--- src/rtl/adcc_pkg.sv ---
/*
 * Constants shared by the converter control block: register offsets,
 * control field positions, reset values and conversion timing counts.
 * Assumes a single 200 MHz clock and byte-wide software registers.
 */
package adcc_pkg;

	// ----------------------------------------------------------------
	// Register port
	// ----------------------------------------------------------------
	localparam int unsigned ADDR_W = 4;
	localparam int unsigned DATA_W = 8;

	localparam logic [ADDR_W-1:0] ADDR_CTRL   = 4'h0;
	localparam logic [ADDR_W-1:0] ADDR_RESULT = 4'h1;
	localparam logic [ADDR_W-1:0] ADDR_IRQSTS = 4'h2;
	localparam logic [ADDR_W-1:0] ADDR_IRQMSK = 4'h3;

	// ----------------------------------------------------------------
	// Control register fields
	// ----------------------------------------------------------------
	localparam int unsigned BIT_CONV_EN   = 7;
	localparam int unsigned BIT_OUT1_EN   = 6;
	localparam int unsigned BIT_OUT0_EN   = 5;
	localparam int unsigned BIT_DONE      = 4;
	localparam int unsigned BIT_START     = 3;
	localparam int unsigned BIT_RC_SEL    = 2;
	localparam int unsigned BIT_CHAN_HI   = 1;
	localparam int unsigned BIT_CHAN_LO   = 0;

	localparam logic [DATA_W-1:0] CTRL_RESET   = 8'h00;
	localparam logic [DATA_W-1:0] RESULT_RESET = 8'h00;

	// ----------------------------------------------------------------
	// Interrupt status and mask fields
	// ----------------------------------------------------------------
	localparam int unsigned IRQ_W          = 2;
	localparam int unsigned IRQ_BIT_DONE   = 0;
	localparam int unsigned IRQ_BIT_REFUSE = 1;
	localparam logic [IRQ_W-1:0] IRQ_RESET = 2'h0;

	// ----------------------------------------------------------------
	// Conversion timing
	// ----------------------------------------------------------------
	localparam int unsigned CNT_W          = 8;
	localparam int unsigned CLKS_PER_MC    = 6;   // Oscillator clocks per machine cycle
	localparam int unsigned CONV_MC        = 31;  // Conversion length on the CPU clock
	localparam int unsigned RC_SYNC_MC     = 3;   // Hand-over before RC clocking
	localparam int unsigned RC_CONV_TICKS  = 108; // RC clocks per conversion
	localparam logic [CNT_W-1:0] CPU_CONV_CLKS = CNT_W'(CONV_MC * CLKS_PER_MC);
	localparam logic [CNT_W-1:0] RC_SYNC_CLKS  = CNT_W'(RC_SYNC_MC * CLKS_PER_MC);
	localparam logic [CNT_W-1:0] RC_TICKS      = CNT_W'(RC_CONV_TICKS);
	localparam logic [CNT_W-1:0] CNT_ONE       = 8'h01;
	localparam logic [CNT_W-1:0] CNT_ZERO      = 8'h00;

	// Conversion sequencer states
	typedef enum logic [1:0] {
		SEQ_IDLE = 2'b00,
		SEQ_SYNC = 2'b01,
		SEQ_RUN  = 2'b10
	} adcc_seq_t;

endpackage : adcc_pkg

--- src/rtl/adcc_control.sv ---
/*
 * Control and status logic of a four-channel 8-bit converter with two
 * analog output enables: control register, result register, start and
 * completion handshake, and a maskable interrupt.
 * Assumes the analog core presents its result on convData by the time
 * the sequencer signals completion, and that rcTick is synchronous.
 */
// The register offsets and the plain strobed port were decided locally.

// What this block does
// Bit 6 enables second output converter
// Bit 5 enables first output converter
// Bit 5 writable only when idle
// Software avoids converter and output0 both on
// Completion sets done flag, raises interrupt
// Done flag cleared only by software
// Writing start runs conversion, self-clears
// Both status bits zero: start accepted
// Busy: further starts blocked
// Done set: starts refused until cleared
// Start at completion reads both one
// Bit 2 selects CPU or RC clocking
// Channel field picks input, frozen while busy
// Software waits ten microseconds after enable
// CPU clocked conversion takes 31 machine cycles
// Result loaded at completion, held until next completion
module adcc_control
	import adcc_pkg::*;
(
	input  wire logic                         mclk,
	input  wire logic                         nrst,
	input  wire logic [adcc_pkg::ADDR_W-1:0]  regAddr,
	input  wire logic [adcc_pkg::DATA_W-1:0]  regWdata,
	input  wire logic                         regWr,
	input  wire logic                         regRd,
	output logic      [adcc_pkg::DATA_W-1:0]  regRdata,
	input  wire logic                         rcTick,
	input  wire logic [adcc_pkg::DATA_W-1:0]  convData,
	output logic                              converterEnable,
	output logic                              analogOut0Enable,
	output logic                              analogOut1Enable,
	output logic                              rcClockSelect,
	output logic      [1:0]                   channelSelect,
	output logic                              convStart,
	output logic                              irq
);

	import adcc_pkg::*;

	// ----------------------------------------------------------------
	// Registers
	// ----------------------------------------------------------------
	logic                convEn_ff;
	logic                nxt_convEn;
	logic                out1En_ff;
	logic                nxt_out1En;
	logic                out0En_ff;
	logic                nxt_out0En;
	logic                doneFlag_ff;
	logic                nxt_doneFlag;
	logic                startBusy_ff;
	logic                nxt_startBusy;
	logic                rcSel_ff;
	logic                nxt_rcSel;
	logic [1:0]          chanSel_ff;
	logic [1:0]          nxt_chanSel;
	logic [DATA_W-1:0]   result_ff;
	logic [DATA_W-1:0]   nxt_result;
	logic [IRQ_W-1:0]    irqSts_ff;
	logic [IRQ_W-1:0]    nxt_irqSts;
	logic [IRQ_W-1:0]    irqMsk_ff;
	logic [IRQ_W-1:0]    nxt_irqMsk;
	logic [DATA_W-1:0]   rdata_ff;
	logic [DATA_W-1:0]   nxt_rdata;
	logic                startPulse_ff;
	logic                nxt_startPulse;

	// ----------------------------------------------------------------
	// Helpers
	// ----------------------------------------------------------------
	// One register hit per strobe; shared by every select below
	function automatic logic regHit(
		input logic              strobe,
		input logic [ADDR_W-1:0] addr,
		input logic [ADDR_W-1:0] target
	);
		return strobe && (addr == target);
	endfunction : regHit

	// Narrow interrupt words read back with zeros above them
	function automatic logic [DATA_W-1:0] irqWord(input logic [IRQ_W-1:0] bits);
		return {{(DATA_W-IRQ_W){1'b0}}, bits};
	endfunction : irqWord

	// ----------------------------------------------------------------
	// Decode
	// ----------------------------------------------------------------
	wire logic           wrCtrl;
	wire logic           wrIrqSts;
	wire logic           wrIrqMsk;
	wire logic           idleNow;
	wire logic           startReq;
	wire logic           startOk;
	wire logic           startRefused;
	wire logic           doneClearWr;
	wire logic           convDone;
	wire logic           seqRunning;
	wire logic [DATA_W-1:0] ctrlView;
	wire logic [IRQ_W-1:0]  irqEvents;

	// Register select strobes
	assign wrCtrl   = regHit(regWr, regAddr, ADDR_CTRL);
	assign wrIrqSts = regHit(regWr, regAddr, ADDR_IRQSTS);
	assign wrIrqMsk = regHit(regWr, regAddr, ADDR_IRQMSK);

	// Idle means neither status bit is set
	assign idleNow      = !doneFlag_ff && !startBusy_ff;
	assign startReq     = wrCtrl && regWdata[BIT_START];
	assign startOk      = startReq && idleNow;
	// Busy or finished-but-unacknowledged both turn a start away
	assign startRefused = startReq && !idleNow;
	assign doneClearWr  = wrCtrl && !regWdata[BIT_DONE];

	// Control register as software sees it
	assign ctrlView = {convEn_ff, out1En_ff, out0En_ff, doneFlag_ff,
	                   startBusy_ff, rcSel_ff, chanSel_ff};

	// ----------------------------------------------------------------
	// Conversion sequencer
	// ----------------------------------------------------------------
	// Clock source and count live in the sequencer; this block launches
	adcc_conv_timer uTimer (
		.mclk       (mclk),
		.nrst       (nrst),
		.startPulse (startPulse_ff),
		.useRc      (rcSel_ff),
		.rcTick     (rcTick),
		.running    (seqRunning),
		.donePulse  (convDone)
	);

	// ----------------------------------------------------------------
	// Control register next values
	// ----------------------------------------------------------------
	// Enable bits and clock select with no interlock
	always_comb begin
		nxt_convEn = convEn_ff;
		nxt_out1En = out1En_ff;
		nxt_rcSel  = rcSel_ff;
		if (wrCtrl) begin
			nxt_convEn = regWdata[BIT_CONV_EN];
			nxt_out1En = regWdata[BIT_OUT1_EN];
			nxt_rcSel  = regWdata[BIT_RC_SEL];
		end
	end

	// Output 0 shares the converter's ladder, so it only moves while idle
	always_comb begin
		nxt_out0En = out0En_ff;
		if (wrCtrl && idleNow) begin
			nxt_out0En = regWdata[BIT_OUT0_EN];
		end
	end

	// Channel is frozen once a conversion or an unread result exists;
	// a start write may carry a new channel in the same access
	always_comb begin
		nxt_chanSel = chanSel_ff;
		if (wrCtrl && idleNow) begin
			nxt_chanSel = regWdata[BIT_CHAN_HI:BIT_CHAN_LO];
		end
	end

	// Done flag: hardware only sets it; a completion beats a clear
	always_comb begin
		nxt_doneFlag = doneFlag_ff;
		if (convDone) begin
			nxt_doneFlag = 1'b1;
		end else if (doneClearWr) begin
			nxt_doneFlag = 1'b0;
		end
	end

	// Start/busy bit
	// A start that meets a completion is not queued: the sequencer is
	// already retiring, and running it would overwrite a result that
	// software has not seen yet. Software clears done and starts again.
	always_comb begin
		nxt_startBusy = startBusy_ff;
		if (convDone) begin
			// A start landing on completion is kept visible but not run
			nxt_startBusy = startReq;
		end else if (startOk) begin
			nxt_startBusy = 1'b1;
		end else if (doneClearWr && doneFlag_ff && !seqRunning) begin
			// Clearing done retires a leftover start from a coincidence
			nxt_startBusy = 1'b0;
		end
	end

	// Launch pulse to the sequencer and analog core
	assign nxt_startPulse = startOk;

	// ----------------------------------------------------------------
	// Result register
	// ----------------------------------------------------------------
	// Held from completion until the next conversion delivers
	always_comb begin
		nxt_result = result_ff;
		if (convDone) begin
			nxt_result = convData;
		end
	end

	// ----------------------------------------------------------------
	// Interrupt status and mask
	// ----------------------------------------------------------------
	assign irqEvents[IRQ_BIT_DONE]   = convDone;
	assign irqEvents[IRQ_BIT_REFUSE] = startRefused;

	// Write-one-to-clear; a new event in the same cycle wins
	always_comb begin
		nxt_irqSts = irqSts_ff;
		if (wrIrqSts) begin
			nxt_irqSts = irqSts_ff & ~regWdata[IRQ_W-1:0];
		end
		nxt_irqSts = nxt_irqSts | irqEvents;
	end

	// Mask register
	always_comb begin
		nxt_irqMsk = irqMsk_ff;
		if (wrIrqMsk) begin
			nxt_irqMsk = regWdata[IRQ_W-1:0];
		end
	end

	// ----------------------------------------------------------------
	// Read path
	// ----------------------------------------------------------------
	// Data stand one cycle after the strobe and read zero otherwise
	// Unmapped offsets read zero so software can probe the map safely
	always_comb begin
		nxt_rdata = '0;
		if (regRd) begin
			case (regAddr)
				ADDR_CTRL:   nxt_rdata = ctrlView;
				ADDR_RESULT: nxt_rdata = result_ff;
				ADDR_IRQSTS: nxt_rdata = irqWord(irqSts_ff);
				ADDR_IRQMSK: nxt_rdata = irqWord(irqMsk_ff);
				default:     nxt_rdata = '0;
			endcase
		end
	end

	// ----------------------------------------------------------------
	// Flip-flops
	// ----------------------------------------------------------------
	// Enables and clock select; reset leaves every analog path off
	always_ff @(posedge mclk or negedge nrst) begin
		if (!nrst) begin
			convEn_ff <= CTRL_RESET[BIT_CONV_EN];
			out1En_ff <= CTRL_RESET[BIT_OUT1_EN];
			out0En_ff <= CTRL_RESET[BIT_OUT0_EN];
			rcSel_ff  <= CTRL_RESET[BIT_RC_SEL];
		end else begin
			convEn_ff <= nxt_convEn;
			out1En_ff <= nxt_out1En;
			out0En_ff <= nxt_out0En;
			rcSel_ff  <= nxt_rcSel;
		end
	end

	// Status pair; kept together since both feed the idle decode
	always_ff @(posedge mclk or negedge nrst) begin
		if (!nrst) begin
			doneFlag_ff  <= CTRL_RESET[BIT_DONE];
			startBusy_ff <= CTRL_RESET[BIT_START];
		end else begin
			doneFlag_ff  <= nxt_doneFlag;
			startBusy_ff <= nxt_startBusy;
		end
	end

	// Channel field
	always_ff @(posedge mclk or negedge nrst) begin
		if (!nrst) begin
			chanSel_ff <= CTRL_RESET[BIT_CHAN_HI:BIT_CHAN_LO];
		end else begin
			chanSel_ff <= nxt_chanSel;
		end
	end

	// Result, held between completions
	always_ff @(posedge mclk or negedge nrst) begin
		if (!nrst) begin
			result_ff <= RESULT_RESET;
		end else begin
			result_ff <= nxt_result;
		end
	end

	// Interrupt status and mask
	always_ff @(posedge mclk or negedge nrst) begin
		if (!nrst) begin
			irqSts_ff <= IRQ_RESET;
			irqMsk_ff <= IRQ_RESET;
		end else begin
			irqSts_ff <= nxt_irqSts;
			irqMsk_ff <= nxt_irqMsk;
		end
	end

	// Read data and launch pulse, both one-cycle registered outputs
	always_ff @(posedge mclk or negedge nrst) begin
		if (!nrst) begin
			rdata_ff      <= '0;
			startPulse_ff <= 1'b0;
		end else begin
			rdata_ff      <= nxt_rdata;
			startPulse_ff <= nxt_startPulse;
		end
	end

	// ----------------------------------------------------------------
	// Outputs
	// ----------------------------------------------------------------
	// Enables drive the analog core straight from their flops;
	// nothing here stops software enabling converter and output 0 together
	assign converterEnable  = convEn_ff;
	assign analogOut1Enable = out1En_ff;
	assign analogOut0Enable = out0En_ff;
	assign rcClockSelect    = rcSel_ff;
	assign channelSelect    = chanSel_ff;
	assign convStart        = startPulse_ff;
	assign regRdata         = rdata_ff;

	// Level interrupt while any unmasked event is pending
	assign irq = |(irqSts_ff & irqMsk_ff);

endmodule : adcc_control

--- src/rtl/adcc_conv_timer.sv ---
/*
 * Conversion sequencer: counts out one conversion either on the CPU
 * clock or on RC oscillator ticks and pulses when it completes.
 * Assumes rcTick is a one-cycle pulse synchronous to mclk.
 */
module adcc_conv_timer
	import adcc_pkg::*;
(
	input  wire logic mclk,
	input  wire logic nrst,
	input  wire logic startPulse,
	input  wire logic useRc,
	input  wire logic rcTick,
	output logic      running,
	output logic      donePulse
);

	adcc_seq_t              state_ff;
	adcc_seq_t              nxt_state;
	logic [CNT_W-1:0]       count_ff;
	logic [CNT_W-1:0]       nxt_count;
	logic                   useRc_ff;
	logic                   nxt_useRc;

	// ----------------------------------------------------------------
	// Sequencer
	// ----------------------------------------------------------------
	// Clock source is latched at start so a rewrite mid-conversion is harmless
	always_comb begin
		nxt_state = state_ff;
		nxt_count = count_ff;
		nxt_useRc = useRc_ff;
		donePulse = 1'b0;
		case (state_ff)
			SEQ_IDLE: begin
				if (startPulse) begin
					nxt_useRc = useRc;
					nxt_state = useRc ? SEQ_SYNC : SEQ_RUN;
					nxt_count = useRc ? RC_SYNC_CLKS : CPU_CONV_CLKS;
				end
			end
			SEQ_SYNC: begin
				if (count_ff == CNT_ONE) begin
					nxt_state = SEQ_RUN;
					nxt_count = RC_TICKS;
				end else begin
					nxt_count = count_ff - CNT_ONE;
				end
			end
			SEQ_RUN: begin
				// RC mode only advances on oscillator ticks
				if (!useRc_ff || rcTick) begin
					if (count_ff == CNT_ONE) begin
						nxt_state = SEQ_IDLE;
						nxt_count = CNT_ZERO;
						donePulse = 1'b1;
					end else begin
						nxt_count = count_ff - CNT_ONE;
					end
				end
			end
			default: begin
				nxt_state = SEQ_IDLE;
				nxt_count = CNT_ZERO;
			end
		endcase
	end

	assign running = (state_ff != SEQ_IDLE);

	// State registers
	always_ff @(posedge mclk or negedge nrst) begin
		if (!nrst) begin
			state_ff <= SEQ_IDLE;
			count_ff <= CNT_ZERO;
			useRc_ff <= 1'b0;
		end else begin
			state_ff <= nxt_state;
			count_ff <= nxt_count;
			useRc_ff <= nxt_useRc;
		end
	end

endmodule : adcc_conv_timer

--- config.mk ---
export PLATFORM = sky130hd
export DESIGN_NAME = adcc_control
export DESIGN_NICKNAME = d
export VERILOG_FILES = /design/src/rtl/adcc_pkg.sv /design/src/rtl/adcc_control.sv /design/src/rtl/adcc_conv_timer.sv
export SDC_FILE = /design/constraint.sdc
export NUM_CORES = 1
export LEC_CHECK = 0
export BUFFER_PORTS_ARGS = -buffer_cell sky130_fd_sc_hd__buf_2
export CAP_MARGIN = 10
export CORE_MARGIN = 8
export CORE_UTILIZATION = 42
export CTS_CLUSTER_DIAMETER = 100
export CTS_CLUSTER_SIZE = 40
export DETAILED_ROUTE_END_ITERATION = 8
export REMOVE_ABC_BUFFERS = 1
export SETUP_SLACK_MARGIN = 0.05
export SLEW_MARGIN = 30
export SYNTH_ARGS = -nofsm -noshare
export SYNTH_HDL_FRONTEND = slang
export SYNTH_SLANG_ARGS = --single-unit
--- constraint.sdc ---
create_clock -name mclk -period 2.5 [get_ports mclk]
set_clock_uncertainty 0.05 [all_clocks]
set_input_delay 0.125 -clock mclk [delete_from_list [all_inputs] [get_ports mclk]]
set_output_delay 0.125 -clock mclk [all_outputs]
set_load 0.03 [all_outputs]
==> impl_metrics.json <==
{
  "whs_ns": 0.00959,
  "ys_types": 43,
  "start_util_pct": 42.8,
  "area_delta_synth_final_pct": 21.4,
  "synthCells": 180,
  "grt_usage_pct": 13.4,
  "num_vias": 1544,
  "grt_pass1_wl_um": 7760,
  "synth-seq-area-share_pct": 50.5,
  "fin_crit_sh_pct": 81.5,
  "grt_start_max_net_pins": 41,
  "synth_area_leader_cell": "dfrtp_1",
  "syn_avg_cell_area_um2": 11.0,
  "cts_tree": "built",
  "setup_viol": 0,
  "ant_nets": 0,
  "layout.nets": 257,
  "io_pins": 41,
  "tightest_slew_ns": 0.830,
  "drive_gt1_share_pct": 34.6,
  "route.detailed.wl_per_inst_um": 16.4,
  "min_period_ns": 2.04,
  "rows": 25,
  "synth_area_leaders": "dfrtp_1 51%, mux2_2 5.7%, mux2_4 5.3%, a22oi_1 4.2%, a21oi_1 3.5%",
  "crit_fanout": 8,
  "vias_per_cell": 5.42,
  "tns_ns": 0,
  "first_pass_iters": 4,
  "antenna_cells": 0,
  "cts_buffers": 5,
  "slew_violations": 0,
  "dp_hpwl_um": 3380,
  "antenna_found_initial": 0,
  "synthArstFlopShare_pct": 100,
  "io_buffer_count": 40,
  "pre_cts_slack_ns": 0.446,
  "hold_class": "in -> reg",
  "dieWidth_um": 84.7,
  "drt_iter0_drc": 95,
  "ir_drop_mv": 0.302,
  "run_status": "finished clean",
  "clk_pin_slew_ns": 0.08,
  "max_freq_mhz": 491,
  "htreeDepth": 2,
  "synth_top_area_share_pct": 50.5,
  "cts.path.max_buffers": 2,
  "start_kind": "flop",
  "crit_required_ns": 2.63,
  "first_global_vias": 1586,
  "ys_warn_count": 0,
  "wl_um": 4670,
  "grt_overflow": 0,
  "cts_resized": 0,
  "die_h_um": 84.7,
  "synth_edf_count": 0,
  "power_density_nw_per_um2": 663,
  "ys.flop_type": "dfrtp_1",
  "die-area_um2": 7170,
  "clock_latency_ns": 0.29,
  "hold_viol": 0,
  "syn_area_um2": 1980,
  "end_kind": "flop",
  "drv_cap": 0,
  "core_area_um2": 4630,
  "cts_root_buf": "clkbuf_8",
  "leakage_uw": 0.00115,
  "gp_congestion": 0.801,
  "max_slew_margin_pct": 44.5,
  "cp.arrival_ns": 2.16,
  "clock_sinks": 40,
  "crit_type": "reg -> reg",
  "rsz0062_at_grt": "no",
  "synth-seq-cells": 40,
  "setup_ws_ns": 0.462,
  "drc": 0
}
synthesized netlist by cell type, drive strengths merged, types with 2 or more instances:
| master | n |
|---|---|
| a21o | 2 |
| a21oi | 14 |
| a22oi | 11 |
| a31oi | 3 |
| buf | 3 |
| clkbuf | 2 |
| dfrtp | 40 |
| ha | 2 |
| inv | 7 |
| mux2 | 17 |
| nand2 | 12 |
| nand2b | 2 |
| nand3 | 5 |
| nor2 | 15 |
| nor3 | 7 |
| nor3b | 2 |
| nor4 | 4 |
| nor4b | 2 |
| o21ai | 12 |
| o32ai | 2 |
| or3 | 2 |
| xor2 | 2 |
where the power goes:
group	internal [µW]	leakage, µW	switching [µW]
Clock	300	0.0000583	230
Sequential	700	0.000531	81.0
Combinational	122	0.000557	164
registers in the layout (all words and copies together), names as in the netlist:
register          flops
analogOut1Enable      1
uTimer.useRc_ff       1
uTimer.state_ff       2
regRdata              8
rcClockSelect         1
converterEnable       1
startBusy_ff          1
irqSts_ff             2
doneFlag_ff           1
convStart             1
channelSelect         2
uTimer.count_ff       8
analogOut0Enable      1
result_ff             8
irqMsk_ff             2
cell families after synthesis:
logic type,count (synthesis),synth area share (%)
and+or+nand+nor,55,16.3
AOI/OAI and AO/OA,51,16.5
DFF,40,50.5
muxes,18,11.5
buffers and inverters,12,3.09
xor gates and xnor gates,2,0.884
adders and majority gates,2,1.26
worst max-delay path: stages, from the launching register on:
cell	delay (ns)
dfrtp_1	0.50
ha_1	0.21
nor3b_2	0.27
nand2_4	0.13
nor3_4	0.22
buf_4	0.24
mux2_4	0.31
path summary, 6_finish.rpt:
path	depth (start not counted)	slack, ns	to	start
min in group asynchronous	2	0.29	uTimer.count_ff[1]$_DFFE_PN0P_	nrst
max in group asynchronous	2	1.76	channelSelect[1]$_DFFE_PN0P_	nrst
max reg2reg	6	0.46	result_ff[4]$_DFFE_PN0P_	uTimer.count_ff[0]$_DFFE_PN0P_
min reg2reg	1	0.47	result_ff[6]$_DFFE_PN0P_	result_ff[6]$_DFFE_PN0P_
max	6	0.46	result_ff[4]$_DFFE_PN0P_	uTimer.count_ff[0]$_DFFE_PN0P_
min	2	0.01	converterEnable$_DFFE_PN0N_	regWdata[7]
cell usage in the layout, fill, tap and decap left out, types with 2 or more instances in the layout:
cell type,synthesis,layout
mux2_2,10,10
dlygate4sd3_1,0,3
ha_1,2,2
nor3_1,6,6
nand3_1,5,5
nor4_1,2,2
a22oi_1,11,11
or3_1,2,2
nand2_1,11,11
nand2b_1,2,2
nor2_1,15,15
buf_2,1,39
a21o_2,2,2
dfrtp_1,40,40
o32ai_1,2,2
o21ai_0,11,11
buf_4,0,6
a31oi_1,3,3
clkbuf_8,0,5
mux2_4,7,7
clkinv_4,0,2
inv_1,7,7
a21oi_1,14,14
xor2_1,2,2
cell type report:
class                   count  area (µm²)
fillers                   432        2220
multi-input cells         128         925
well taps                  54        67.6
repair buffers             48         270
clock inverters             3        47.5
inverters                   7        26.3
clock buffers               5        68.8
flip-flops and latches     40        1000
per-layer routing:
metal | global-route usage (%) | vias up | wire, µm
met5 | 0 | - | 0
met4 | 4.37 | 0 | 51
met3 | 3.71 | 5 | 173
met2 | 21.3 | 28 | 2260
met1 | 17.2 | 748 | 2190
li1 | - | 763 | -
what timing repair did:
| action | in CTS | in global routing |
|---|---|---|
| hold buffers | 3 | 0 |
| buffers inserted | 0 | 0 |
| endpoints found under the hold margin | 42 | 0 |
through the flow:
step           instances  cell area [µm²]  power, µW  util, %
6_report             285             2410       1600     52.0
4_1_cts              285             2400       1610     51.8
3_3_place_gp         274             2250       1070     48.6
2_1_floorplan        175             1950        953        -
5_1_grt              285             2410       1680     52.0
3_5_place_dp         274             2250       1070     48.6
Power figures use the tool's default switching activity.
